$ cat src/iorat_pkg.sv
// iorat_pkg: region map, per-region access latencies, encodings and field widths
// assumes: a single core clock; peripheral and flash clocks are integer divisions of it
package iorat_pkg;

  //////////////////////////////////////////////////////////////////////////////
  // widths
  localparam int IORAT_AW = 32;
  localparam int IORAT_DW = 32;
  localparam int IORAT_CW = 6;  // latency counter width
  localparam int IORAT_RW = 4;  // clock ratio width
  localparam int IORAT_WW = 3;  // port read wait count width
  localparam int IORAT_NREG = 22;
  localparam int IORAT_IW = 5;  // region index width

  //////////////////////////////////////////////////////////////////////////////
  // access size codes
  localparam logic [1:0] IORAT_SZ_8 = 2'h0;
  localparam logic [1:0] IORAT_SZ_16 = 2'h1;
  localparam logic [1:0] IORAT_SZ_32 = 2'h2;

  // reference clock codes, also the index into the tick vector
  localparam logic [1:0] IORAT_U_CORE = 2'h0;
  localparam logic [1:0] IORAT_U_PA = 2'h1;
  localparam logic [1:0] IORAT_U_PB = 2'h2;
  localparam logic [1:0] IORAT_U_FL = 2'h3;

  //////////////////////////////////////////////////////////////////////////////
  // region table, one entry per address range
  localparam logic [31:0] IORAT_LO [IORAT_NREG] = '{
    32'h4000_0000, 32'h4000_7000, 32'h4000_8000, 32'h4001_e000, 32'h4001_f000,
    32'h4008_2000, 32'h4009_7000, 32'h4009_d000, 32'h400d_4000, 32'h400e_0000,
    32'h400e_8000, 32'h4010_8000, 32'h4011_8000, 32'h4011_a000, 32'h4011_f000,
    32'h4016_9000, 32'h4017_0000, 32'h6400_0000, 32'h6400_0010, 32'h6400_0014,
    32'h6400_0804, 32'h407e_c000};
  localparam logic [31:0] IORAT_HI [IORAT_NREG] = '{
    32'h4000_6fff, 32'h4000_7fff, 32'h4001_cfff, 32'h4001_e5ff, 32'h4001_ffff,
    32'h4008_afff, 32'h4009_7fff, 32'h400d_0fff, 32'h400d_4fff, 32'h400e_0fff,
    32'h400e_8fff, 32'h4010_9fff, 32'h4011_8fff, 32'h4011_afff, 32'h4012_ffff,
    32'h4016_9fff, 32'h4017_1fff, 32'h6400_000f, 32'h6400_0013, 32'h6400_0037,
    32'h6400_0807, 32'h407f_efff};
  // read cycles, write cycles (at equal clocks; the longest figure)
  localparam logic [5:0] IORAT_RD [IORAT_NREG] = '{
    6'h04, 6'h04, 6'h04, 6'h06, 6'h05, 6'h05, 6'h04, 6'h05, 6'h04, 6'h05, 6'h07,
    6'h05, 6'h05, 6'h05, 6'h05, 6'h07, 6'h05, 6'h05, 6'h19, 6'h05, 6'h04, 6'h05};
  localparam logic [5:0] IORAT_WR [IORAT_NREG] = '{
    6'h03, 6'h05, 6'h03, 6'h05, 6'h04, 6'h04, 6'h03, 6'h04, 6'h03, 6'h04, 6'h04,
    6'h04, 6'h04, 6'h04, 6'h04, 6'h04, 6'h04, 6'h0e, 6'h06, 6'h0e, 6'h03, 6'h04};
  localparam logic [1:0] IORAT_UNIT [IORAT_NREG] = '{
    2'h0, 2'h0, 2'h0, 2'h0, 2'h0, 2'h2, 2'h2, 2'h2, 2'h2, 2'h2, 2'h2,
    2'h1, 2'h1, 2'h1, 2'h1, 2'h1, 2'h1, 2'h1, 2'h1, 2'h1, 2'h1, 2'h3};
  // regions whose end depends on the serial bus engine
  localparam logic [IORAT_NREG-1:0] IORAT_QSPI = 22'h0e_0000;

  //////////////////////////////////////////////////////////////////////////////
  // special regions and registers
  localparam logic [4:0] IORAT_IDX_PORT = 5'h04;
  localparam logic [4:0] IORAT_IDX_SCI = 5'h0c;
  localparam logic [4:0] IORAT_IDX_SPI = 5'h0d;
  localparam logic [31:0] IORAT_PFS_LO = 32'h4001_f800;
  localparam logic [31:0] IORAT_PFS_HI = 32'h4001_ffff;
  localparam logic [31:0] IORAT_PRC2_ADDR = 32'h4001_f0f8;
  localparam logic [11:0] IORAT_SPI_DATA_OFS = 12'h004;
  localparam logic [11:0] IORAT_SPI_CH_MASK = 12'h0fc;
  localparam logic [5:0] IORAT_WIDE_EXTRA = 6'h02;
  localparam logic [IORAT_RW-1:0] IORAT_RATIO_ONE = 4'h1;

  //////////////////////////////////////////////////////////////////////////////
  // bridge states, one-hot
  typedef enum logic [3:0] {
    IORAT_ST_IDLE = 4'b0001,
    IORAT_ST_COUNT = 4'b0010,
    IORAT_ST_QWAIT = 4'b0100,
    IORAT_ST_DONE = 4'b1000
  } iorat_state_t;

endpackage

$ cat src/iorat_clk_div.sv
// iorat_clk_div: turns the core clock into a one-cycle enable at a divided rate
// assumes: ratio is static while accesses run; 0 is treated as 1
`timescale 1ns/1ns
module iorat_clk_div
  import iorat_pkg::*;
(
  input wire logic clk,
  input wire logic rst_n,
  input wire logic [IORAT_RW-1:0] ratio,
  output logic tick_r
);

  //////////////////////////////////////////////////////////////////////////////
  logic [IORAT_RW-1:0] cnt_r;
  logic [IORAT_RW-1:0] cnt_nxt;
  logic [IORAT_RW-1:0] last_w;
  logic wrap_w;

  // last count of a period; ratio of one fires every cycle
  assign last_w = (ratio <= IORAT_RATIO_ONE) ? '0 : ratio - IORAT_RATIO_ONE;
  assign wrap_w = (cnt_r >= last_w);
  assign cnt_nxt = wrap_w ? '0 : cnt_r + IORAT_RATIO_ONE;

  // free-running divider with registered enable
  always_ff @(posedge clk or negedge rst_n) begin
    if (!rst_n) begin
      cnt_r <= '0;
      tick_r <= 1'b0;
    end else begin
      cnt_r <= cnt_nxt;
      tick_r <= wrap_w;
    end
  end

endmodule

$ cat src/iorat_bridge.sv
// iorat_bridge: stalls a bus master for the documented latency of each i/o region
// assumes: master holds its request until resp_valid_r and drops it the cycle after;
// peripherals present read data on periph_rdata by the end of the latency
//
// How it works
// - equal clocks give fixed sync cycles
// - faster core adds at least one peripheral cycle; bridge adds none, elapsed is count-1 to count periods
// - writes finish only after full listed count
// - contention from other masters stretches access
// - control region: 4 read, 3 write core
// - port region 5/4, pin function and second port control reads add wait count
// - event/rtc/watchdog region timed in clock b
// - async timer region 7/4 in clock b
// - pwm timer region 7/4 in clock a
// - flash registers timed in flash clock
// - fractional counts: truncate minimum, round maximum up
// - sci 16-bit registers take two more
// - spi 32-bit data access takes two more
// - quad spi waits serial bus, data 25 min
`timescale 1ns/1ns
module iorat_bridge
  import iorat_pkg::*;
(
  input wire logic clk,
  input wire logic rst_n,
  input wire logic req_valid,
  input wire logic req_write,
  input wire logic [IORAT_AW-1:0] req_addr,
  input wire logic [1:0] req_size,
  input wire logic [IORAT_DW-1:0] req_wdata,
  input wire logic contend,
  input wire logic [IORAT_RW-1:0] peripheral_clock_a_ratio,
  input wire logic [IORAT_RW-1:0] peripheral_clock_b_ratio,
  input wire logic [IORAT_RW-1:0] flash_clock_ratio,
  input wire logic [IORAT_WW-1:0] port_read_wait_count,
  input wire logic qspi_done,
  input wire logic [IORAT_DW-1:0] periph_rdata,
  output logic resp_valid_r,
  output logic resp_err_r,
  output logic [IORAT_DW-1:0] resp_rdata_r,
  output logic busy_r,
  output logic periph_sel_r,
  output logic periph_write_r,
  output logic [IORAT_AW-1:0] periph_addr_r,
  output logic [1:0] periph_size_r,
  output logic [IORAT_DW-1:0] periph_wdata_r
);

  //////////////////////////////////////////////////////////////////////////////
  // helpers
  function automatic logic [IORAT_IW:0] first_hit(input logic [IORAT_NREG-1:0] hv);
    logic [IORAT_IW:0] res;
    res = '0;
    for (int k = IORAT_NREG - 1; k >= 0; k--) begin
      if (hv[k]) begin
        res = {1'b1, k[IORAT_IW-1:0]};
      end
    end
    return res;
  endfunction

  function automatic logic in_range(input logic [31:0] a, input logic [31:0] lo,
                                    input logic [31:0] hi);
    return (a >= lo) && (a <= hi);
  endfunction

  //////////////////////////////////////////////////////////////////////////////
  // divided clock enables for the peripheral and flash clocks
  logic [3:0] tick_w;
  logic [IORAT_RW-1:0] ratio_w [3];

  assign ratio_w[0] = peripheral_clock_a_ratio;
  assign ratio_w[1] = peripheral_clock_b_ratio;
  assign ratio_w[2] = flash_clock_ratio;
  assign tick_w[0] = 1'b1; // core clock counts every cycle

  generate
    for (genvar g = 0; g < 3; g++) begin : g_div
      iorat_clk_div u_div (
        .clk(clk),
        .rst_n(rst_n),
        .ratio(ratio_w[g]),
        .tick_r(tick_w[g+1])
      );
    end
  endgenerate

  //////////////////////////////////////////////////////////////////////////////
  // region decode of the incoming address
  logic [IORAT_NREG-1:0] hit_w;
  logic [IORAT_IW:0] sel_w;
  logic [IORAT_IW-1:0] idx_w;
  logic mapped_w;

  generate
    for (genvar r = 0; r < IORAT_NREG; r++) begin : g_hit
      assign hit_w[r] = in_range(req_addr, IORAT_LO[r], IORAT_HI[r]);
    end
  endgenerate

  assign sel_w = first_hit(hit_w);
  assign mapped_w = sel_w[IORAT_IW];
  assign idx_w = sel_w[IORAT_IW-1:0];

  //////////////////////////////////////////////////////////////////////////////
  // latency of the request in cycles of its reference clock
  logic [5:0] base_w;
  logic [5:0] port_extra_w;
  logic [5:0] wide_extra_w;
  logic [5:0] load_w;
  logic port_slow_w;
  logic sci_wide_w;
  logic spi_wide_w;

  // writes use the full non-bufferable figure
  // regions in the control and port space run on the core clock
  assign base_w = req_write ? IORAT_WR[idx_w] : IORAT_RD[idx_w];
  // pin function and second port control reads stretch by the wait count
  assign port_slow_w = !req_write && (idx_w == IORAT_IDX_PORT) &&
                       (in_range(req_addr, IORAT_PFS_LO, IORAT_PFS_HI) ||
                        (req_addr == IORAT_PRC2_ADDR));
  assign port_extra_w = port_slow_w ? {3'h0, port_read_wait_count} : 6'h00;
  // sci 16-bit fifo/control accesses; 8-bit halves keep the region figure
  assign sci_wide_w = (idx_w == IORAT_IDX_SCI) && (req_size == IORAT_SZ_16);
  // spi data word at 32 bits; narrow accesses keep the region figure
  assign spi_wide_w = (idx_w == IORAT_IDX_SPI) && (req_size == IORAT_SZ_32) &&
                      ((req_addr[11:0] & IORAT_SPI_CH_MASK) == IORAT_SPI_DATA_OFS);
  assign wide_extra_w = (sci_wide_w || spi_wide_w) ? IORAT_WIDE_EXTRA : 6'h00;
  assign load_w = base_w + port_extra_w + wide_extra_w;

  //////////////////////////////////////////////////////////////////////////////
  // state and counters
  iorat_state_t state_r;
  iorat_state_t state_nxt;
  logic [5:0] cnt_r;
  logic [5:0] cnt_nxt;
  logic [1:0] unit_r;
  logic qspi_r;
  logic err_r;
  logic unit_tick_w;
  logic last_w;
  logic take_w;

  assign take_w = (state_r == IORAT_ST_IDLE) && req_valid;
  assign unit_tick_w = tick_w[unit_r];
  // only whole reference-clock edges are counted: the first edge lands anywhere in
  // the first period, so the elapsed time falls between count-1 and count periods
  // and never below one peripheral cycle
  // contention from fetches or other masters freezes the count
  assign last_w = unit_tick_w && !contend && (cnt_r == 6'h01);

  // next state
  always_comb begin
    state_nxt = state_r;
    cnt_nxt = cnt_r;
    case (state_r)
      IORAT_ST_IDLE: begin
        if (take_w) begin
          // unassigned addresses are answered at once with an error
          state_nxt = mapped_w ? IORAT_ST_COUNT : IORAT_ST_DONE;
          cnt_nxt = load_w;
        end
      end
      IORAT_ST_COUNT: begin
        // clock b regions clock a flash clock
        if (unit_tick_w && !contend) begin
          cnt_nxt = cnt_r - 6'h01;
        end
        if (last_w) begin
          // quad spi keeps stalling for its serial bus after the minimum
          state_nxt = (qspi_r && !qspi_done) ? IORAT_ST_QWAIT : IORAT_ST_DONE;
        end
      end
      IORAT_ST_QWAIT: begin
        if (qspi_done) begin
          state_nxt = IORAT_ST_DONE;
        end
      end
      IORAT_ST_DONE: begin
        state_nxt = IORAT_ST_IDLE;
      end
      default: begin
        state_nxt = IORAT_ST_IDLE;
      end
    endcase
  end

  // state registers and latched request attributes
  always_ff @(posedge clk or negedge rst_n) begin
    if (!rst_n) begin
      state_r <= IORAT_ST_IDLE;
      cnt_r <= '0;
      unit_r <= IORAT_U_CORE;
      qspi_r <= 1'b0;
      err_r <= 1'b0;
    end else begin
      state_r <= state_nxt;
      cnt_r <= cnt_nxt;
      if (take_w) begin
        unit_r <= mapped_w ? IORAT_UNIT[idx_w] : IORAT_U_CORE;
        qspi_r <= mapped_w && IORAT_QSPI[idx_w];
        err_r <= !mapped_w;
      end
    end
  end

  //////////////////////////////////////////////////////////////////////////////
  // peripheral side: select held for the whole access
  always_ff @(posedge clk or negedge rst_n) begin
    if (!rst_n) begin
      periph_sel_r <= 1'b0;
      periph_write_r <= 1'b0;
      periph_addr_r <= '0;
      periph_size_r <= IORAT_SZ_8;
      periph_wdata_r <= '0;
    end else begin
      periph_sel_r <= (state_nxt == IORAT_ST_COUNT) || (state_nxt == IORAT_ST_QWAIT);
      if (take_w && mapped_w) begin
        periph_write_r <= req_write;
        periph_addr_r <= req_addr;
        periph_size_r <= req_size;
        periph_wdata_r <= req_wdata;
      end
    end
  end

  //////////////////////////////////////////////////////////////////////////////
  // master side: busy while stalled, then one completion cycle
  always_ff @(posedge clk or negedge rst_n) begin
    if (!rst_n) begin
      resp_valid_r <= 1'b0;
      resp_err_r <= 1'b0;
      resp_rdata_r <= '0;
      busy_r <= 1'b0;
    end else begin
      resp_valid_r <= (state_nxt == IORAT_ST_DONE);
      busy_r <= (state_nxt == IORAT_ST_COUNT) || (state_nxt == IORAT_ST_QWAIT);
      resp_err_r <= (state_nxt == IORAT_ST_DONE) && (take_w ? !mapped_w : err_r);
      if (state_nxt == IORAT_ST_DONE) begin
        // reads capture peripheral data; writes and errors return zero
        resp_rdata_r <= (periph_write_r || err_r || take_w) ? '0 : periph_rdata;
      end
    end
  end

endmodule

$ cat config.mk
export PLATFORM = sky130hd
export DESIGN_NAME = iorat_bridge
export DESIGN_NICKNAME = d
export VERILOG_FILES = /design/src/iorat_pkg.sv /design/src/iorat_clk_div.sv /design/src/iorat_bridge.sv
export SDC_FILE = /design/constraint.sdc
export NUM_CORES = 1
export LEC_CHECK = 0
export BUFFER_PORTS_ARGS = -buffer_cell sky130_fd_sc_hd__buf_4
export CAP_MARGIN = 25
export CORE_MARGIN = 8
export CORE_UTILIZATION = 30
export DETAILED_ROUTE_END_ITERATION = 8
export SLEW_MARGIN = 10
export SYNTH_ARGS = -nofsm -noshare
export SYNTH_HDL_FRONTEND = slang
export SYNTH_SLANG_ARGS = --single-unit
$ cat constraint.sdc
create_clock -name clk -period 2.1 [get_ports clk]
set_input_delay 0.42 -clock clk [delete_from_list [all_inputs] [get_ports clk]]
set_output_delay 0.42 -clock clk [all_outputs]
set_load 0.1 [all_outputs]
==> results.cfg <==
[status]
status = finished with violations
violations = negative setup slack

[final_layout]
syn_to_final_growth_pct = 70.5
final_area_mm2 = 0.0130
final_util_pct = 51.8
nets = 1350
fill_cells = 2272
diodes = 0
drive_above_1_share_pct = 52.2

[global_route]
grt_pass1_wl_mm = 42.5
grt_pass1_vias = 7601
grt-ovfl-total = 0
antenna_found_initial = 0
grtUsageTotal_pct = 17.3
grt_max_degree = 50

[floorplan]
die_x_um = 175
fp-row-count = 58
core-area_mm2 = 0.0250
initial_utilization_pct = 30.3
ios = 222
die_area_mm2 = 0.0307
die_h_um = 175

[setup_path]
reg2reg_depth = 10
crit_required_ns = 2.40
timing.rr.end = periph_wdata_r[31]$_DFFE_PN0P_
startpoint_type = input pin
rr_startpoint = state_r[0]$_DFF_PN1_
rrSetupSlack_ns = -0.14
worst-setup-path-type = input pin to flop
crit_fanout = 4
cp.arrival_ns = 4.09
end_kind = flop

[clocking]
clk_latency_ns = 0.42
path_clk_slew_ns = 0.06
clock-root-buffer = clkbuf_16
cts_tree = done
numCtsBuffers = 17
cts.sinks = 131
cts_max_level = 4
clock_path_buffers = 2

[power_and_ir_drop]
p_total_uw = 14300
p_clk_share_pct = 22.1
internal-power_uw = 7180
p_sw_uw = 7100
p_sw_share_pct = 49.7
powerDensity_mw_per_mm2 = 1100
vdd_drop_max_uv = 782
p_leak_uw = 0.00652
pwr-share-comb_pct = 52.2
seqPwrFrac_pct = 25.7

[job]
maxCapViolations = 0

[routing]
dr.pass1.iters = 5
vias_per_cell = 4.81
wirelength_mm = 27.2
drc_errors = 0
first_iter_violations = 405
ant_nets = 0
wl_per_cell_um = 17.6
vias = 7426

[timing]
hold_viol = 0
fin_ws_ns = -1.69
tns_ns = -98.49
worst_pin_slew_ns = 0.540
fin_crit_sh_pct = 181
setup_viol = 113
rsz0062_at_grt = yes
max_slew_margin_pct = 64.0
min_period_ns = 3.79
timing.fmax_ghz = 0.264
fin_skew_ns = 0.0116
finalMaxSlewViolations = 0

[synth]
ys_ff_latch = 131
avgSynthCellArea_um2 = 10.1
ys.flop_type = dfrtp_1
syn_inst = 755
syn_area_mm2 = 0.00760
synth_edf_count = 0
yosysSeqAreaShare_pct = 43.2
ys_types = 79
yosys_warnings = 0
synth_async_sr_flop_share_pct = 100
syn_nets = 904

[placed_design]
pre_cts_slack_ns = -2.19
place_area_mm2 = 0.0115
hpwl_mm = 20.9
port_buffers = 221
gp_congestion = 0.893

[min_path]
holdPathStages = 2
hold_start = qspi_done
hp-class = input pin to flop
hold_end = state_r[2]$_DFF_PN0_
==> metrics by stage <==
step           hold WS (ns)  cells
2_1_floorplan         0.124    755
3_3_place_gp          0.399   1467
3_5_place_dp          0.400   1467
4_1_cts               0.166   1529
5_1_grt               0.169   1543
6_report              0.180   1543
==> layout by cell type (no fill, tap or decap), types with 17 or more instances in the layout <==
cell,n
buf_4,410
dfrtp_1,130
nand2_1,69
mux2_4,59
inv_1,56
nor2_1,53
mux2i_1,35
nor3_1,26
ha_1,26
nand4_1,20
a21oi_1,19
clkbuf_16,19
buf_6,17
buf_12,17
==> synth_stat cells (12+ instances only) <==
cell type	instances	share of area, %
a21oi_1	23	1.5
nor2b_1	14	1.2
nor3_1	32	2.1
nor2_1	53	2.6
nand3_1	17	1.1
nand2_1	70	3.5
inv_1	59	2.9
mux2i_1	36	4.7
o21ai_0	16	1.1
clkbuf_1	12	0.59
mux2_2	52	7.7
ha_1	28	4.6
dfrtp_1	130	43
nand4_1	20	1.6
==> registers in the layout, indices dropped and copies added (netlist names) <==
| name | count |
|---|---|
| periph_addr_r | 32 |
| periph_wdata_r | 32 |
| resp_rdata_r | 32 |
| g_div.u_div.cnt_r | 12 |
| cnt_r | 6 |
| state_r | 4 |
| g_div.u_div.tick_r | 3 |
| periph_size_r | 2 |
| unit_r | 2 |
| busy_r | 1 |
| err_r | 1 |
| periph_write_r | 1 |
| qspi_r | 1 |
| resp_err_r | 1 |
| resp_valid_r | 1 |
==> cells by family after synthesis <==
family / share of synthesized area (%)
AND/OR/NAND/NOR: 21.5
flip-flops: 43.2
AO/OA/AOI/OAI: 10.0
multiplexers: 14.1
buffers and inverters: 5.04
adder cells (fa/ha/maj): 5.14
XOR/XNOR: 1.04
==> power groups by stage <==
stage / clock (uW) / combinational, uW / sequential [uW]
floorplan: 0 / 1500 / 7680
global placement: 0 / 7310 / 3680
detailed placement: 0 / 7370 / 3700
CTS: 3230 / 7420 / 3670
global route: 3360 / 7790 / 3760
finish: 3160 / 7460 / 3660
==> final cells by class <==
cell class              instances  area (um2)  share of cell area (%)
clock buffers                  18         439                    3.39
clock inverters                13         171                    1.32
inverters                      59         221                    1.71
multi-input cells             536        4590                    35.4
flip-flops and latches        131        3280                    25.3
well taps                     330         413                    3.19
repair buffers                456        3840                    29.7
==> routing by layer <==
layer	global-route usage [%]	up-vias	part of all wire, %
li1	-	3615	-
met1	23.1	3591	46
met2	27.9	197	47
met3	3.91	23	5.1
met4	4.45	0	1.3
met5	0	-	0
==> worst max path at each step <==
stage | from | cells past startpoint | end | slack, ns
after detailed placement | req_addr[22] | 16 | cnt_r[3]$_DFFE_PN0P_ | -2.19
after global placement | req_addr[22] | 16 | cnt_r[3]$_DFFE_PN0P_ | -2.12
after global routing | req_addr[21] | 22 | cnt_r[2]$_DFFE_PN0P_ | -1.84
after floorplan | req_addr[22] | 15 | cnt_r[3]$_DFFE_PN0P_ | -1.79
after CTS | req_addr[21] | 16 | cnt_r[2]$_DFFE_PN0P_ | -1.73
final | req_addr[21] | 17 | cnt_r[2]$_DFFE_PN0P_ | -1.69
==> critical path: stages <==
cell and delay, ns:
buf_8 0.10, or4_4 0.55, nor4_4 0.26, a2111oi_4 0.16
a2111oi_4 0.47, buf_4 0.18, a21o_1 0.12, a221oi_2 0.06
o21ai_1 0.20, nand3_2 0.10, fa_1 0.56, ha_4 0.14
inv_2 0.03, fa_2 0.50, nor2_1 0.04, a31oi_1 0.13
o21ai_1 0.08
==> what timing repair did <==
| action | in CTS | in global routing |
|---|---|---|
| pin swaps | 28 | 15 |
| cloned | 3 | 2 |
| resized for setup | 50 | 32 |
| buffers inserted | 27 | 12 |
| endpoints found under the setup margin | 113 | 113 |
| hold endpoints to repair | 38 | 0 |
| hold buffers | 1 | 0 |
Note: power is estimated with default switching activity, not from simulation.
